===== src/dmpc_defines.svh =====
/*
 Register offsets, field positions, reset values and counts for the motor
 pwm and direction block. Assumes inclusion by bare name from design files.
*/
`ifndef DMPC_DEFINES_SVH
`define DMPC_DEFINES_SVH

// register word indices within one motor window (byte address = 4 * index)
`define DMPC_IDX_PERIOD 2'h0
`define DMPC_IDX_ON_LEN 2'h1
`define DMPC_IDX_CTRL   2'h2
`define DMPC_IDX_STATUS 2'h3

// motor window select: address bit 4, right motor at 8'h00, left at 8'h10
`define DMPC_MOTOR_BIT  4
`define DMPC_ADDR_W     8

// control word field positions
`define DMPC_CTRL_GO    0
`define DMPC_CTRL_FWD   1
`define DMPC_CTRL_FAST  2

// reset values
`define DMPC_PERIOD_RST 32'h00001B58
`define DMPC_ON_LEN_RST 32'h00000000
`define DMPC_CTRL_RST   3'h0
`define DMPC_TICK_RST   1

// bus answers
`define DMPC_RESP_OKAY   2'h0
`define DMPC_RESP_SLVERR 2'h2

`endif


===== src/dmpc_pkg.sv =====
/*
 Types shared by the motor pwm and direction block.
 Assumes nothing beyond a SystemVerilog compiler.
*/
package dmpc_pkg;

	// software control bits of one motor
	typedef struct packed {
		logic fast;
		logic forward;
		logic go;
	} dmpc_ctrl_t;

	// pins of one motor driver channel
	typedef struct packed {
		logic dir_b;
		logic dir_a;
		logic speed;
	} dmpc_drive_t;

endpackage


===== src/dmpc_channel.sv =====
/*
 One motor channel: period counter, raw pwm wave and direction decode.
 Assumes period, on-length registers and next control value from the
 register file on the same clock.
*/
`timescale 1ns/1ps
`include "dmpc_defines.svh"

module dmpc_channel
	import dmpc_pkg::*;
#(
	parameter int CNT_W = 32
)(
	input  wire logic              clk,
	input  wire logic              reset_n,
	input  wire logic [CNT_W-1:0]  period,
	input  wire logic [CNT_W-1:0]  on_len,
	input  wire dmpc_ctrl_t        ctrl_next,
	output dmpc_drive_t            drive,
	output logic                   wave
);

	if (CNT_W < 2 || CNT_W > 32) begin : g_bad_width
		$error("dmpc_channel: CNT_W must lie in 2..32");
	end

	logic [CNT_W-1:0] tick;
	logic [CNT_W-1:0] next_tick;
	logic             next_wave;
	dmpc_drive_t      next_drive;

	// counter wrap and wave compare
	always_comb begin
		if (tick >= period) begin
			next_tick = CNT_W'(`DMPC_TICK_RST);
		end else begin
			next_tick = tick + CNT_W'(1);
		end
		next_wave = (tick <= on_len);
	end

	// period counter
	always_ff @(posedge clk or negedge reset_n) begin
		if (!reset_n) begin
			tick <= CNT_W'(`DMPC_TICK_RST);
		end else begin
			tick <= next_tick;
		end
	end

	// raw wave, no reset
	always_ff @(posedge clk) begin
		wave <= next_wave;
	end

	// decode from next values so pins move on the same edge as their cause
	always_comb begin
		if (ctrl_next.go) begin
			next_drive.dir_b = ctrl_next.forward;
			next_drive.dir_a = !ctrl_next.forward;
			next_drive.speed = next_wave;
		end else if (ctrl_next.fast) begin
			next_drive = '{dir_b: 1'b1, dir_a: 1'b1, speed: 1'b0};
		end else begin
			next_drive = '{dir_b: 1'b0, dir_a: 1'b0, speed: 1'b0};
		end
	end

	// pin register
	always_ff @(posedge clk or negedge reset_n) begin
		if (!reset_n) begin
			drive <= '0;
		end else begin
			drive <= next_drive;
		end
	end

	// forward run drives b high, a low, wave through
	chk_fwd_drive: assert property (@(posedge clk) disable iff (!reset_n)
		ctrl_next.go && ctrl_next.forward |=> drive.dir_b && !drive.dir_a
			&& drive.speed == wave)
		else $error("forward drive pattern wrong");

	// backward run drives a high, b low, wave through
	chk_back_drive: assert property (@(posedge clk) disable iff (!reset_n)
		ctrl_next.go && !ctrl_next.forward |=> !drive.dir_b && drive.dir_a
			&& drive.speed == wave)
		else $error("backward drive pattern wrong");

	// fast brake holds both high, speed low
	chk_fast_brake: assert property (@(posedge clk) disable iff (!reset_n)
		!ctrl_next.go && ctrl_next.fast |=> drive == 3'b110)
		else $error("fast brake pattern wrong");

	// short brake holds all low
	chk_short_brake: assert property (@(posedge clk) disable iff (!reset_n)
		!ctrl_next.go && !ctrl_next.fast |=> drive == 3'b000)
		else $error("short brake pattern wrong");

	// counter reloads to one at or past the period
	chk_tick_wrap: assert property (@(posedge clk) disable iff (!reset_n)
		tick >= period |=> tick == CNT_W'(1))
		else $error("counter failed to reload");

	// counter steps by one below the period; the release edge itself still resets
	chk_tick_step: assert property (@(posedge clk) disable iff (!reset_n)
		reset_n && tick < period |=> tick == $past(tick) + CNT_W'(1))
		else $error("counter failed to step");

	// wave follows the on-length compare one edge later
	chk_wave_cmp: assert property (@(posedge clk) disable iff (!reset_n)
		1'b1 |=> wave == ($past(tick) <= $past(on_len)))
		else $error("raw wave compare wrong");

endmodule // dmpc_channel


===== src/dmpc_top.sv =====
/*
 Motor pwm and direction block: AXI4-Lite register file for two motors and
 two pwm channels whose pins reach an H-bridge driver through inverting
 couplers. Assumes one 50 MHz clock and an AXI4-Lite master on that clock.
*/
// How it works
// - run and forward: b high, a low, pwm wave passed through.
// - run and backward: b low, a high, pwm wave passed through.
// - fast braking and stopped: both direction pins high, pwm low.
// - short braking and stopped: both direction pins low, pwm low.
// - two identical channels; left direction pins wired swapped against right.
// - 32-bit period counter loads one asynchronously under reset.
// - counter reloads to one at or above period, else increments.
// - raw wave registered high while counter not above on-length; no reset.
// - period at word 0, on-length at word 1, both read-write.
// - control word at word 2: bit2 fast, bit1 forward, bit0 run.
`timescale 1ns/1ps
`include "dmpc_defines.svh"

module dmpc_top
	import dmpc_pkg::*;
#(
	parameter int CNT_W = 32
)(
	input  wire logic                    clk,
	input  wire logic                    reset_n,
	input  wire logic [`DMPC_ADDR_W-1:0] s_axi_awaddr,
	input  wire logic                    s_axi_awvalid,
	output logic                         s_axi_awready,
	input  wire logic [31:0]             s_axi_wdata,
	input  wire logic [3:0]              s_axi_wstrb,
	input  wire logic                    s_axi_wvalid,
	output logic                         s_axi_wready,
	output logic [1:0]                   s_axi_bresp,
	output logic                         s_axi_bvalid,
	input  wire logic                    s_axi_bready,
	input  wire logic [`DMPC_ADDR_W-1:0] s_axi_araddr,
	input  wire logic                    s_axi_arvalid,
	output logic                         s_axi_arready,
	output logic [31:0]                  s_axi_rdata,
	output logic [1:0]                   s_axi_rresp,
	output logic                         s_axi_rvalid,
	input  wire logic                    s_axi_rready,
	output logic                         right_drive_pos,
	output logic                         right_drive_neg,
	output logic                         right_speed_out,
	output logic                         left_drive_pos,
	output logic                         left_drive_neg,
	output logic                         left_speed_out
);

	if (CNT_W != 32) begin : g_bad_width
		$error("dmpc_top: register words hold a 32-bit counter only");
	end

	// byte-wise merge of a write into an old word
	function automatic logic [31:0] merge(input logic [31:0] old_word,
		input logic [31:0] data, input logic [3:0] strb);
		logic [31:0] res;
		res = old_word;
		for (int b = 0; b < 4; b++) begin
			if (strb[b]) begin
				res[8*b +: 8] = data[8*b +: 8];
			end
		end
		return res;
	endfunction

	// address is mapped when upper bits clear; for a write the status word is not mapped
	function automatic logic mapped(input logic [`DMPC_ADDR_W-1:0] a,
		input logic for_write);
		logic ok;
		ok = (a[`DMPC_ADDR_W-1:`DMPC_MOTOR_BIT+1] == '0);
		if (for_write && a[3:2] == `DMPC_IDX_STATUS) begin
			ok = 1'b0;
		end
		return ok;
	endfunction

	// register file
	logic [31:0]      period [2];
	logic [31:0]      on_len [2];
	dmpc_ctrl_t       ctrl [2];
	logic [31:0]      next_period [2];
	logic [31:0]      next_on_len [2];
	dmpc_ctrl_t       next_ctrl [2];
	logic [1:0]       wave;
	dmpc_drive_t      drive [2];

	// write channel state
	logic                    aw_held;
	logic [`DMPC_ADDR_W-1:0] aw_addr_q;
	logic                    w_held;
	logic [31:0]             w_data_q;
	logic [3:0]              w_strb_q;
	logic                    next_aw_held;
	logic [`DMPC_ADDR_W-1:0] next_aw_addr_q;
	logic                    next_w_held;
	logic [31:0]             next_w_data_q;
	logic [3:0]              next_w_strb_q;
	logic                    next_awready;
	logic                    next_wready;
	logic                    next_bvalid;
	logic [1:0]              next_bresp;
	logic                    do_write;
	logic                    wr_ok;
	logic                    wr_m;

	// read channel state
	logic                    next_arready;
	logic                    next_rvalid;
	logic [31:0]             next_rdata;
	logic [1:0]              next_rresp;
	logic                    rd_m;

	// write path: take address and data in either order, then commit
	always_comb begin
		next_aw_held   = aw_held;
		next_aw_addr_q = aw_addr_q;
		next_w_held    = w_held;
		next_w_data_q  = w_data_q;
		next_w_strb_q  = w_strb_q;
		next_bvalid    = s_axi_bvalid;
		next_bresp     = s_axi_bresp;
		next_period    = period;
		next_on_len    = on_len;
		next_ctrl      = ctrl;
		do_write       = aw_held && w_held && !s_axi_bvalid;
		wr_ok          = mapped(aw_addr_q, 1'b1);
		wr_m           = aw_addr_q[`DMPC_MOTOR_BIT];
		if (s_axi_bvalid && s_axi_bready) begin
			next_bvalid = 1'b0;
		end
		if (s_axi_awvalid && s_axi_awready) begin
			next_aw_held   = 1'b1;
			next_aw_addr_q = s_axi_awaddr;
		end
		if (s_axi_wvalid && s_axi_wready) begin
			next_w_held   = 1'b1;
			next_w_data_q = s_axi_wdata;
			next_w_strb_q = s_axi_wstrb;
		end
		if (do_write) begin
			next_aw_held = 1'b0;
			next_w_held  = 1'b0;
			next_bvalid  = 1'b1;
			next_bresp   = wr_ok ? `DMPC_RESP_OKAY : `DMPC_RESP_SLVERR;
			if (wr_ok) begin
				unique case (aw_addr_q[3:2])
					`DMPC_IDX_PERIOD: begin
						next_period[wr_m] = merge(period[wr_m], w_data_q, w_strb_q);
					end
					`DMPC_IDX_ON_LEN: begin
						next_on_len[wr_m] = merge(on_len[wr_m], w_data_q, w_strb_q);
					end
					`DMPC_IDX_CTRL: begin
						if (w_strb_q[0]) begin
							next_ctrl[wr_m].go      = w_data_q[`DMPC_CTRL_GO];
							next_ctrl[wr_m].forward = w_data_q[`DMPC_CTRL_FWD];
							next_ctrl[wr_m].fast    = w_data_q[`DMPC_CTRL_FAST];
						end
					end
					default: begin
					end
				endcase
			end
		end
		next_awready = !next_aw_held && !next_bvalid;
		next_wready  = !next_w_held && !next_bvalid;
	end

	// write path registers
	always_ff @(posedge clk or negedge reset_n) begin
		if (!reset_n) begin
			aw_held       <= 1'b0;
			aw_addr_q     <= '0;
			w_held        <= 1'b0;
			w_data_q      <= '0;
			w_strb_q      <= '0;
			s_axi_awready <= 1'b1;
			s_axi_wready  <= 1'b1;
			s_axi_bvalid  <= 1'b0;
			s_axi_bresp   <= `DMPC_RESP_OKAY;
			for (int m = 0; m < 2; m++) begin
				period[m] <= `DMPC_PERIOD_RST;
				on_len[m] <= `DMPC_ON_LEN_RST;
				ctrl[m]   <= `DMPC_CTRL_RST;
			end
		end else begin
			aw_held       <= next_aw_held;
			aw_addr_q     <= next_aw_addr_q;
			w_held        <= next_w_held;
			w_data_q      <= next_w_data_q;
			w_strb_q      <= next_w_strb_q;
			s_axi_awready <= next_awready;
			s_axi_wready  <= next_wready;
			s_axi_bvalid  <= next_bvalid;
			s_axi_bresp   <= next_bresp;
			period        <= next_period;
			on_len        <= next_on_len;
			ctrl          <= next_ctrl;
		end
	end

	// read path: one read at a time, data one edge after address
	always_comb begin
		next_rvalid = s_axi_rvalid;
		next_rdata  = s_axi_rdata;
		next_rresp  = s_axi_rresp;
		rd_m        = s_axi_araddr[`DMPC_MOTOR_BIT];
		if (s_axi_rvalid && s_axi_rready) begin
			next_rvalid = 1'b0;
		end
		if (s_axi_arvalid && s_axi_arready) begin
			next_rvalid = 1'b1;
			next_rresp  = `DMPC_RESP_OKAY;
			next_rdata  = '0;
			if (!mapped(s_axi_araddr, 1'b0)) begin
				next_rresp = `DMPC_RESP_SLVERR;
			end else begin
				unique case (s_axi_araddr[3:2])
					`DMPC_IDX_PERIOD: next_rdata = period[rd_m];
					`DMPC_IDX_ON_LEN: next_rdata = on_len[rd_m];
					`DMPC_IDX_CTRL:   next_rdata = {29'h0, ctrl[rd_m]};
					`DMPC_IDX_STATUS: next_rdata = {31'h0, wave[rd_m]};
				endcase
			end
		end
		next_arready = !next_rvalid;
	end

	// read path registers
	always_ff @(posedge clk or negedge reset_n) begin
		if (!reset_n) begin
			s_axi_arready <= 1'b1;
			s_axi_rvalid  <= 1'b0;
			s_axi_rdata   <= '0;
			s_axi_rresp   <= `DMPC_RESP_OKAY;
		end else begin
			s_axi_arready <= next_arready;
			s_axi_rvalid  <= next_rvalid;
			s_axi_rdata   <= next_rdata;
			s_axi_rresp   <= next_rresp;
		end
	end

	// two identical channels, index 0 right, index 1 left
	for (genvar m = 0; m < 2; m++) begin : g_motor
		dmpc_channel #(
			.CNT_W     (CNT_W)
		) u_channel (
			.clk       (clk),
			.reset_n   (reset_n),
			.period    (period[m]),
			.on_len    (on_len[m]),
			.ctrl_next (next_ctrl[m]),
			.drive     (drive[m]),
			.wave      (wave[m])
		);
	end

	// left motor faces the other way, so its direction pins are swapped
	assign right_drive_pos = drive[0].dir_a;
	assign right_drive_neg = drive[0].dir_b;
	assign right_speed_out = drive[0].speed;
	assign left_drive_neg  = drive[1].dir_a;
	assign left_drive_pos  = drive[1].dir_b;
	assign left_speed_out  = drive[1].speed;

	// full period write lands one edge after commit
	chk_period_write: assert property (@(posedge clk) disable iff (!reset_n)
		do_write && wr_ok && aw_addr_q[3:2] == `DMPC_IDX_PERIOD && w_strb_q == 4'hF
			|=> period[$past(wr_m)] == $past(w_data_q))
		else $error("period write not stored");

	// full on-length write lands one edge after commit
	chk_on_len_write: assert property (@(posedge clk) disable iff (!reset_n)
		do_write && wr_ok && aw_addr_q[3:2] == `DMPC_IDX_ON_LEN && w_strb_q == 4'hF
			|=> on_len[$past(wr_m)] == $past(w_data_q))
		else $error("on-length write not stored");

	// writes to the status word are refused
	chk_status_ro: assert property (@(posedge clk) disable iff (!reset_n)
		do_write && aw_addr_q[3:2] == `DMPC_IDX_STATUS
			|=> s_axi_bvalid && s_axi_bresp == `DMPC_RESP_SLVERR)
		else $error("status write not refused");

	// fast brake written to right motor shows on its pins at once
	chk_ctrl_pins: assert property (@(posedge clk) disable iff (!reset_n)
		do_write && wr_ok && aw_addr_q == {4'h0, `DMPC_IDX_CTRL, 2'h0} && w_strb_q[0]
			&& w_data_q[2:0] == 3'b100
			|=> right_drive_pos && right_drive_neg && !right_speed_out)
		else $error("control write did not reach pins");

	// control word reads back in the low three bits
	chk_ctrl_read: assert property (@(posedge clk) disable iff (!reset_n)
		s_axi_arvalid && s_axi_arready && s_axi_araddr == {4'h0, `DMPC_IDX_CTRL, 2'h0}
			|=> s_axi_rvalid && s_axi_rdata == {29'h0, $past(ctrl[0])})
		else $error("control word read back wrong");

	// unmapped read answers slave error
	chk_unmapped_rd: assert property (@(posedge clk) disable iff (!reset_n)
		s_axi_arvalid && s_axi_arready && s_axi_araddr[7:5] != 3'h0
			|=> s_axi_rvalid && s_axi_rresp == `DMPC_RESP_SLVERR)
		else $error("unmapped read not refused");

endmodule // dmpc_top


===== config.mk =====
export PLATFORM = sky130hd
export DESIGN_NAME = dmpc_top
export DESIGN_NICKNAME = d
export VERILOG_FILES = /design/src/dmpc_pkg.sv /design/src/dmpc_channel.sv /design/src/dmpc_top.sv
export VERILOG_INCLUDE_DIRS = /design/src
export SDC_FILE = /design/constraint.sdc
export NUM_CORES = 1
export LEC_CHECK = 0
export BUFFER_PORTS_ARGS = -buffer_cell sky130_fd_sc_hd__buf_2
export CAP_MARGIN = 20
export CORE_UTILIZATION = 35
export DETAILED_ROUTE_END_ITERATION = 16
export MAX_ROUTING_LAYER = met4
export PLACE_DENSITY_LB_ADDON = 0.25
export SLEW_MARGIN = 0
export SYNTH_ARGS = -nofsm -noshare
export SYNTH_HDL_FRONTEND = slang
export SYNTH_HIERARCHICAL = 1
export SYNTH_SLANG_ARGS = --single-unit

===== constraint.sdc =====
create_clock -name clk -period 3.05 [get_ports clk]
set_clock_uncertainty 0.2 [all_clocks]
set_input_delay 0.1525 -clock clk [delete_from_list [all_inputs] [get_ports clk]]
set_output_delay 0.1525 -clock clk [all_outputs]
set_load 0.01 [all_outputs]

==> reports/qor.txt <==
gr ovfl total = 0
placed wire-length estimate = 32500 um
H-tree Lvls = 2
Clock Path Buffers = 3
Peak supply drop = 0.000795 V
Post-Syn Instances = 1649
non-filler cells, final = 2437
NumNets Final = 1985
Internal = 10.6 mW
vias in the first global route = 12727
fin crit share = 91.0%
area grow syn2layout = 17.4%
Crit Path Max Fanout = 32
cell family with most CP delay = simple AND/OR/NAND/NOR gates
share of cells above drive strength 1 = 24.3%
met1 global-route usage = 26.8%
global-route wire length before repair = 74300 um
Clock Sinks = 289
Netlist Area Pre-Place = 17100 um2
FF-to-FF path depth = 5
Logic pwr share = 40.9%
sequential share of the synthesized area = 42.3%
gpl congestion = 0.842
Core Box Area = 48000 um2
CTS tree = yes
CTS buffer count = 35
Power Dens Cells = 884 nW/um2
required time of the worst setup path = 3.24 ns
Top-Level Pins = 106
# rows = 80
DRT Pass-1 Iters = 5
most frequent cells in the layout = dfrtp_1 (267), o21ai_0 (213), nand2_1 (174)
unrepaired setup endpoints after global routing = false
slowest cell delay on critical path = 0.67 ns
Net Sw Frac = 40.4%
slew margin rel. = 40.7%
CP max stage cell = o311a_4
commonest non-fill, non-tap cell in the layout = dfrtp_1
status = finished clean
Buf+Inv Stages, Crit Path = 0
register share of total power = 34.8%
Placed Cells = 2315
CP startpoint kind = flip-flop
routed vias/inst = 5.23
max_cap viols = 0
syn avg cell area = 10.4 um2
Yosys reg bits = 289
GR Util All Layers = 19.7%
Clk network pwr share = 24.2%
Psw = 7.19 mW
min Tclk post-route = 2.78 ns
initial antenna violation count = 0
fmax = 0.360 GHz
Slew Viols, Final = 0
yosys warns = 6
wirelength, routed = 46600 um
global-route met3 utilization = 2.94%
Leakage = 9.10 nW
Yosys cell types = 59
Worst-Margin Slew = 0.889 ns
DRT antenna net count = 0
Final setup viols = 0
Post-synth EDFFs = 0
Die H = 223 um
DR DRC count = 0
critical path cell sequence = ha_1 > nand4_1 > nor4_4 > o311a_4 > nor3_2
Post-synth ARST share = 99.3%
critical path class = reg2reg
worst hold-check path type = in2async
setup TNS = 0 ns
Stages on worst setup path = 5
Starting DRT DRC Count = 712
WP data arrival = 2.97 ns
busiest layer in global routing = met2
initial core utilization = 35.7%
largest net degree at the start of global routing = 92
Hold Fails Final Rpt = 0
die footprint = 49800 um2
ys flop type = dfrtp_1
clock slew at reported path FFs = 0.06 ns
Hold WS = 0.00894 ns
clk_lat worst skew = 0.55 ns
Die X = 223 um
PortBufs = 99
WL/cell = 19.1 um
fill count = 4683
n_diodes = 0
DR vias = 12756
Root Buffer = clkbuf_16
M2 GR Usage = 30.9%
CP Capture Type = flip-flop
Design Power = 17.8 mW
post-route cell area = 20100 um2
Placement Cell Area = 18300 um2
-- metal layers --
metal / vias to the layer above / share of wire (%) / wire length (um)
met5: - / 0 / 0
met4: 0 / 2.0 / 910
met3: 49 / 3.4 / 1580
met2: 188 / 47 / 21800
met1: 6362 / 48 / 22300
li1: 6157 / - / -
-- area by class of cell --
cell class | count | area (um2) | area share [%]
multi-input cells | 1135 | 8930 | 44.4
flip-flops and latches | 289 | 7250 | 36.0
clock buffers | 47 | 992 | 4.93
clock inverters | 16 | 188 | 0.933
inverters | 148 | 556 | 2.76
repair buffers | 187 | 1440 | 7.18
well taps | 615 | 769 | 3.82
-- cells by family after synthesis --
kind of cell	count (synthesis)	share of synthesized area [%]
xor+xnor	60	3.07
mux	151	11.8
flops	289	42.3
other cells	1	0.0219
compound gates	335	12.0
simple gates	457	15.7
buf+inv	226	5.73
fa+ha+maj	130	9.49
-- stage by stage --
step	setup WS [ns]	utilization [%]
6_report	0.274	41.9
5_1_grt	0.171	41.9
3_3_place_gp	0.310	38.2
2_1_floorplan	0.711	-
3_5_place_dp	0.296	38.2
4_1_cts	0.258	41.8
-- synth_stat cells, types with 10 or more instances --
master    number  area [um2]
dfrtp_1      268        6710
o21ai_0      213        1070
nand2_1      175         657
inv_1        146         548
ha_1         130        1630
mux2_2       114        1280
nor3_2        60         601
a21oi_1       47         235
clkbuf_1      45         169
xnor2_1       40         350
nand3_1       37         185
nand2b_1      36         225
nand4_1       31         194
a22o_1        29         254
mux4_2        29         653
nor2_1        27         101
nor3_1        21         105
xor2_1        20         175
dfstp_2       19         499
buf_2         15        75.1
and4_1        14         123
buf_6         14         158
a21o_1        12        90.1
and3_1        10        62.6
-- worst paths after layout --
check / startpoint / endpoint / slack, ns
max: g_motor[0].u_channel/tick[27] / g_motor[0].u_channel/tick[23] / 0.27
min: reset_n / on_len[6] / 0.009
max reg2reg: g_motor[0].u_channel/tick[27] / g_motor[0].u_channel/tick[23] / 0.27
min reg2reg: s_axi_rdata[2] / s_axi_rdata[2] / 0.28
max in group asynchronous: reset_n / g_motor[0].u_channel/tick[15] / 1.74
min in group clk: s_axi_araddr[4] / s_axi_rdata[0] / 0.07
-- sequential cells by signal, summed over array words and instances (netlist names), 2 cells and up --
signal,flops
g_motor.u_channel/wave,2
w_strb_q,4
on_len,64
period,64
g_motor.u_channel/drive,6
aw_addr_q,6
w_data_q,32
g_motor.u_channel/tick,64
s_axi_rdata,32
ctrl,6
-- power groups by stage --
| stage | Combinational (mW) | Clock (mW) | Sequential, mW |
|---|---|---|---|
| floorplan | 5.49 | 0 | 5.77 |
| global placement | 7.04 | 0 | 6.18 |
| detailed placement | 7.16 | 0 | 6.26 |
| CTS | 7.32 | 4.41 | 6.19 |
| global route | 8.11 | 4.56 | 6.39 |
| finish | 7.27 | 4.31 | 6.19 |
-- timing repair --
action,CTS,global route
resized for setup,0,0
hold endpoints to repair,222,0
hold buffers,58,0
setup buffers,0,0
Note: power is estimated with default switching activity, not from simulation.
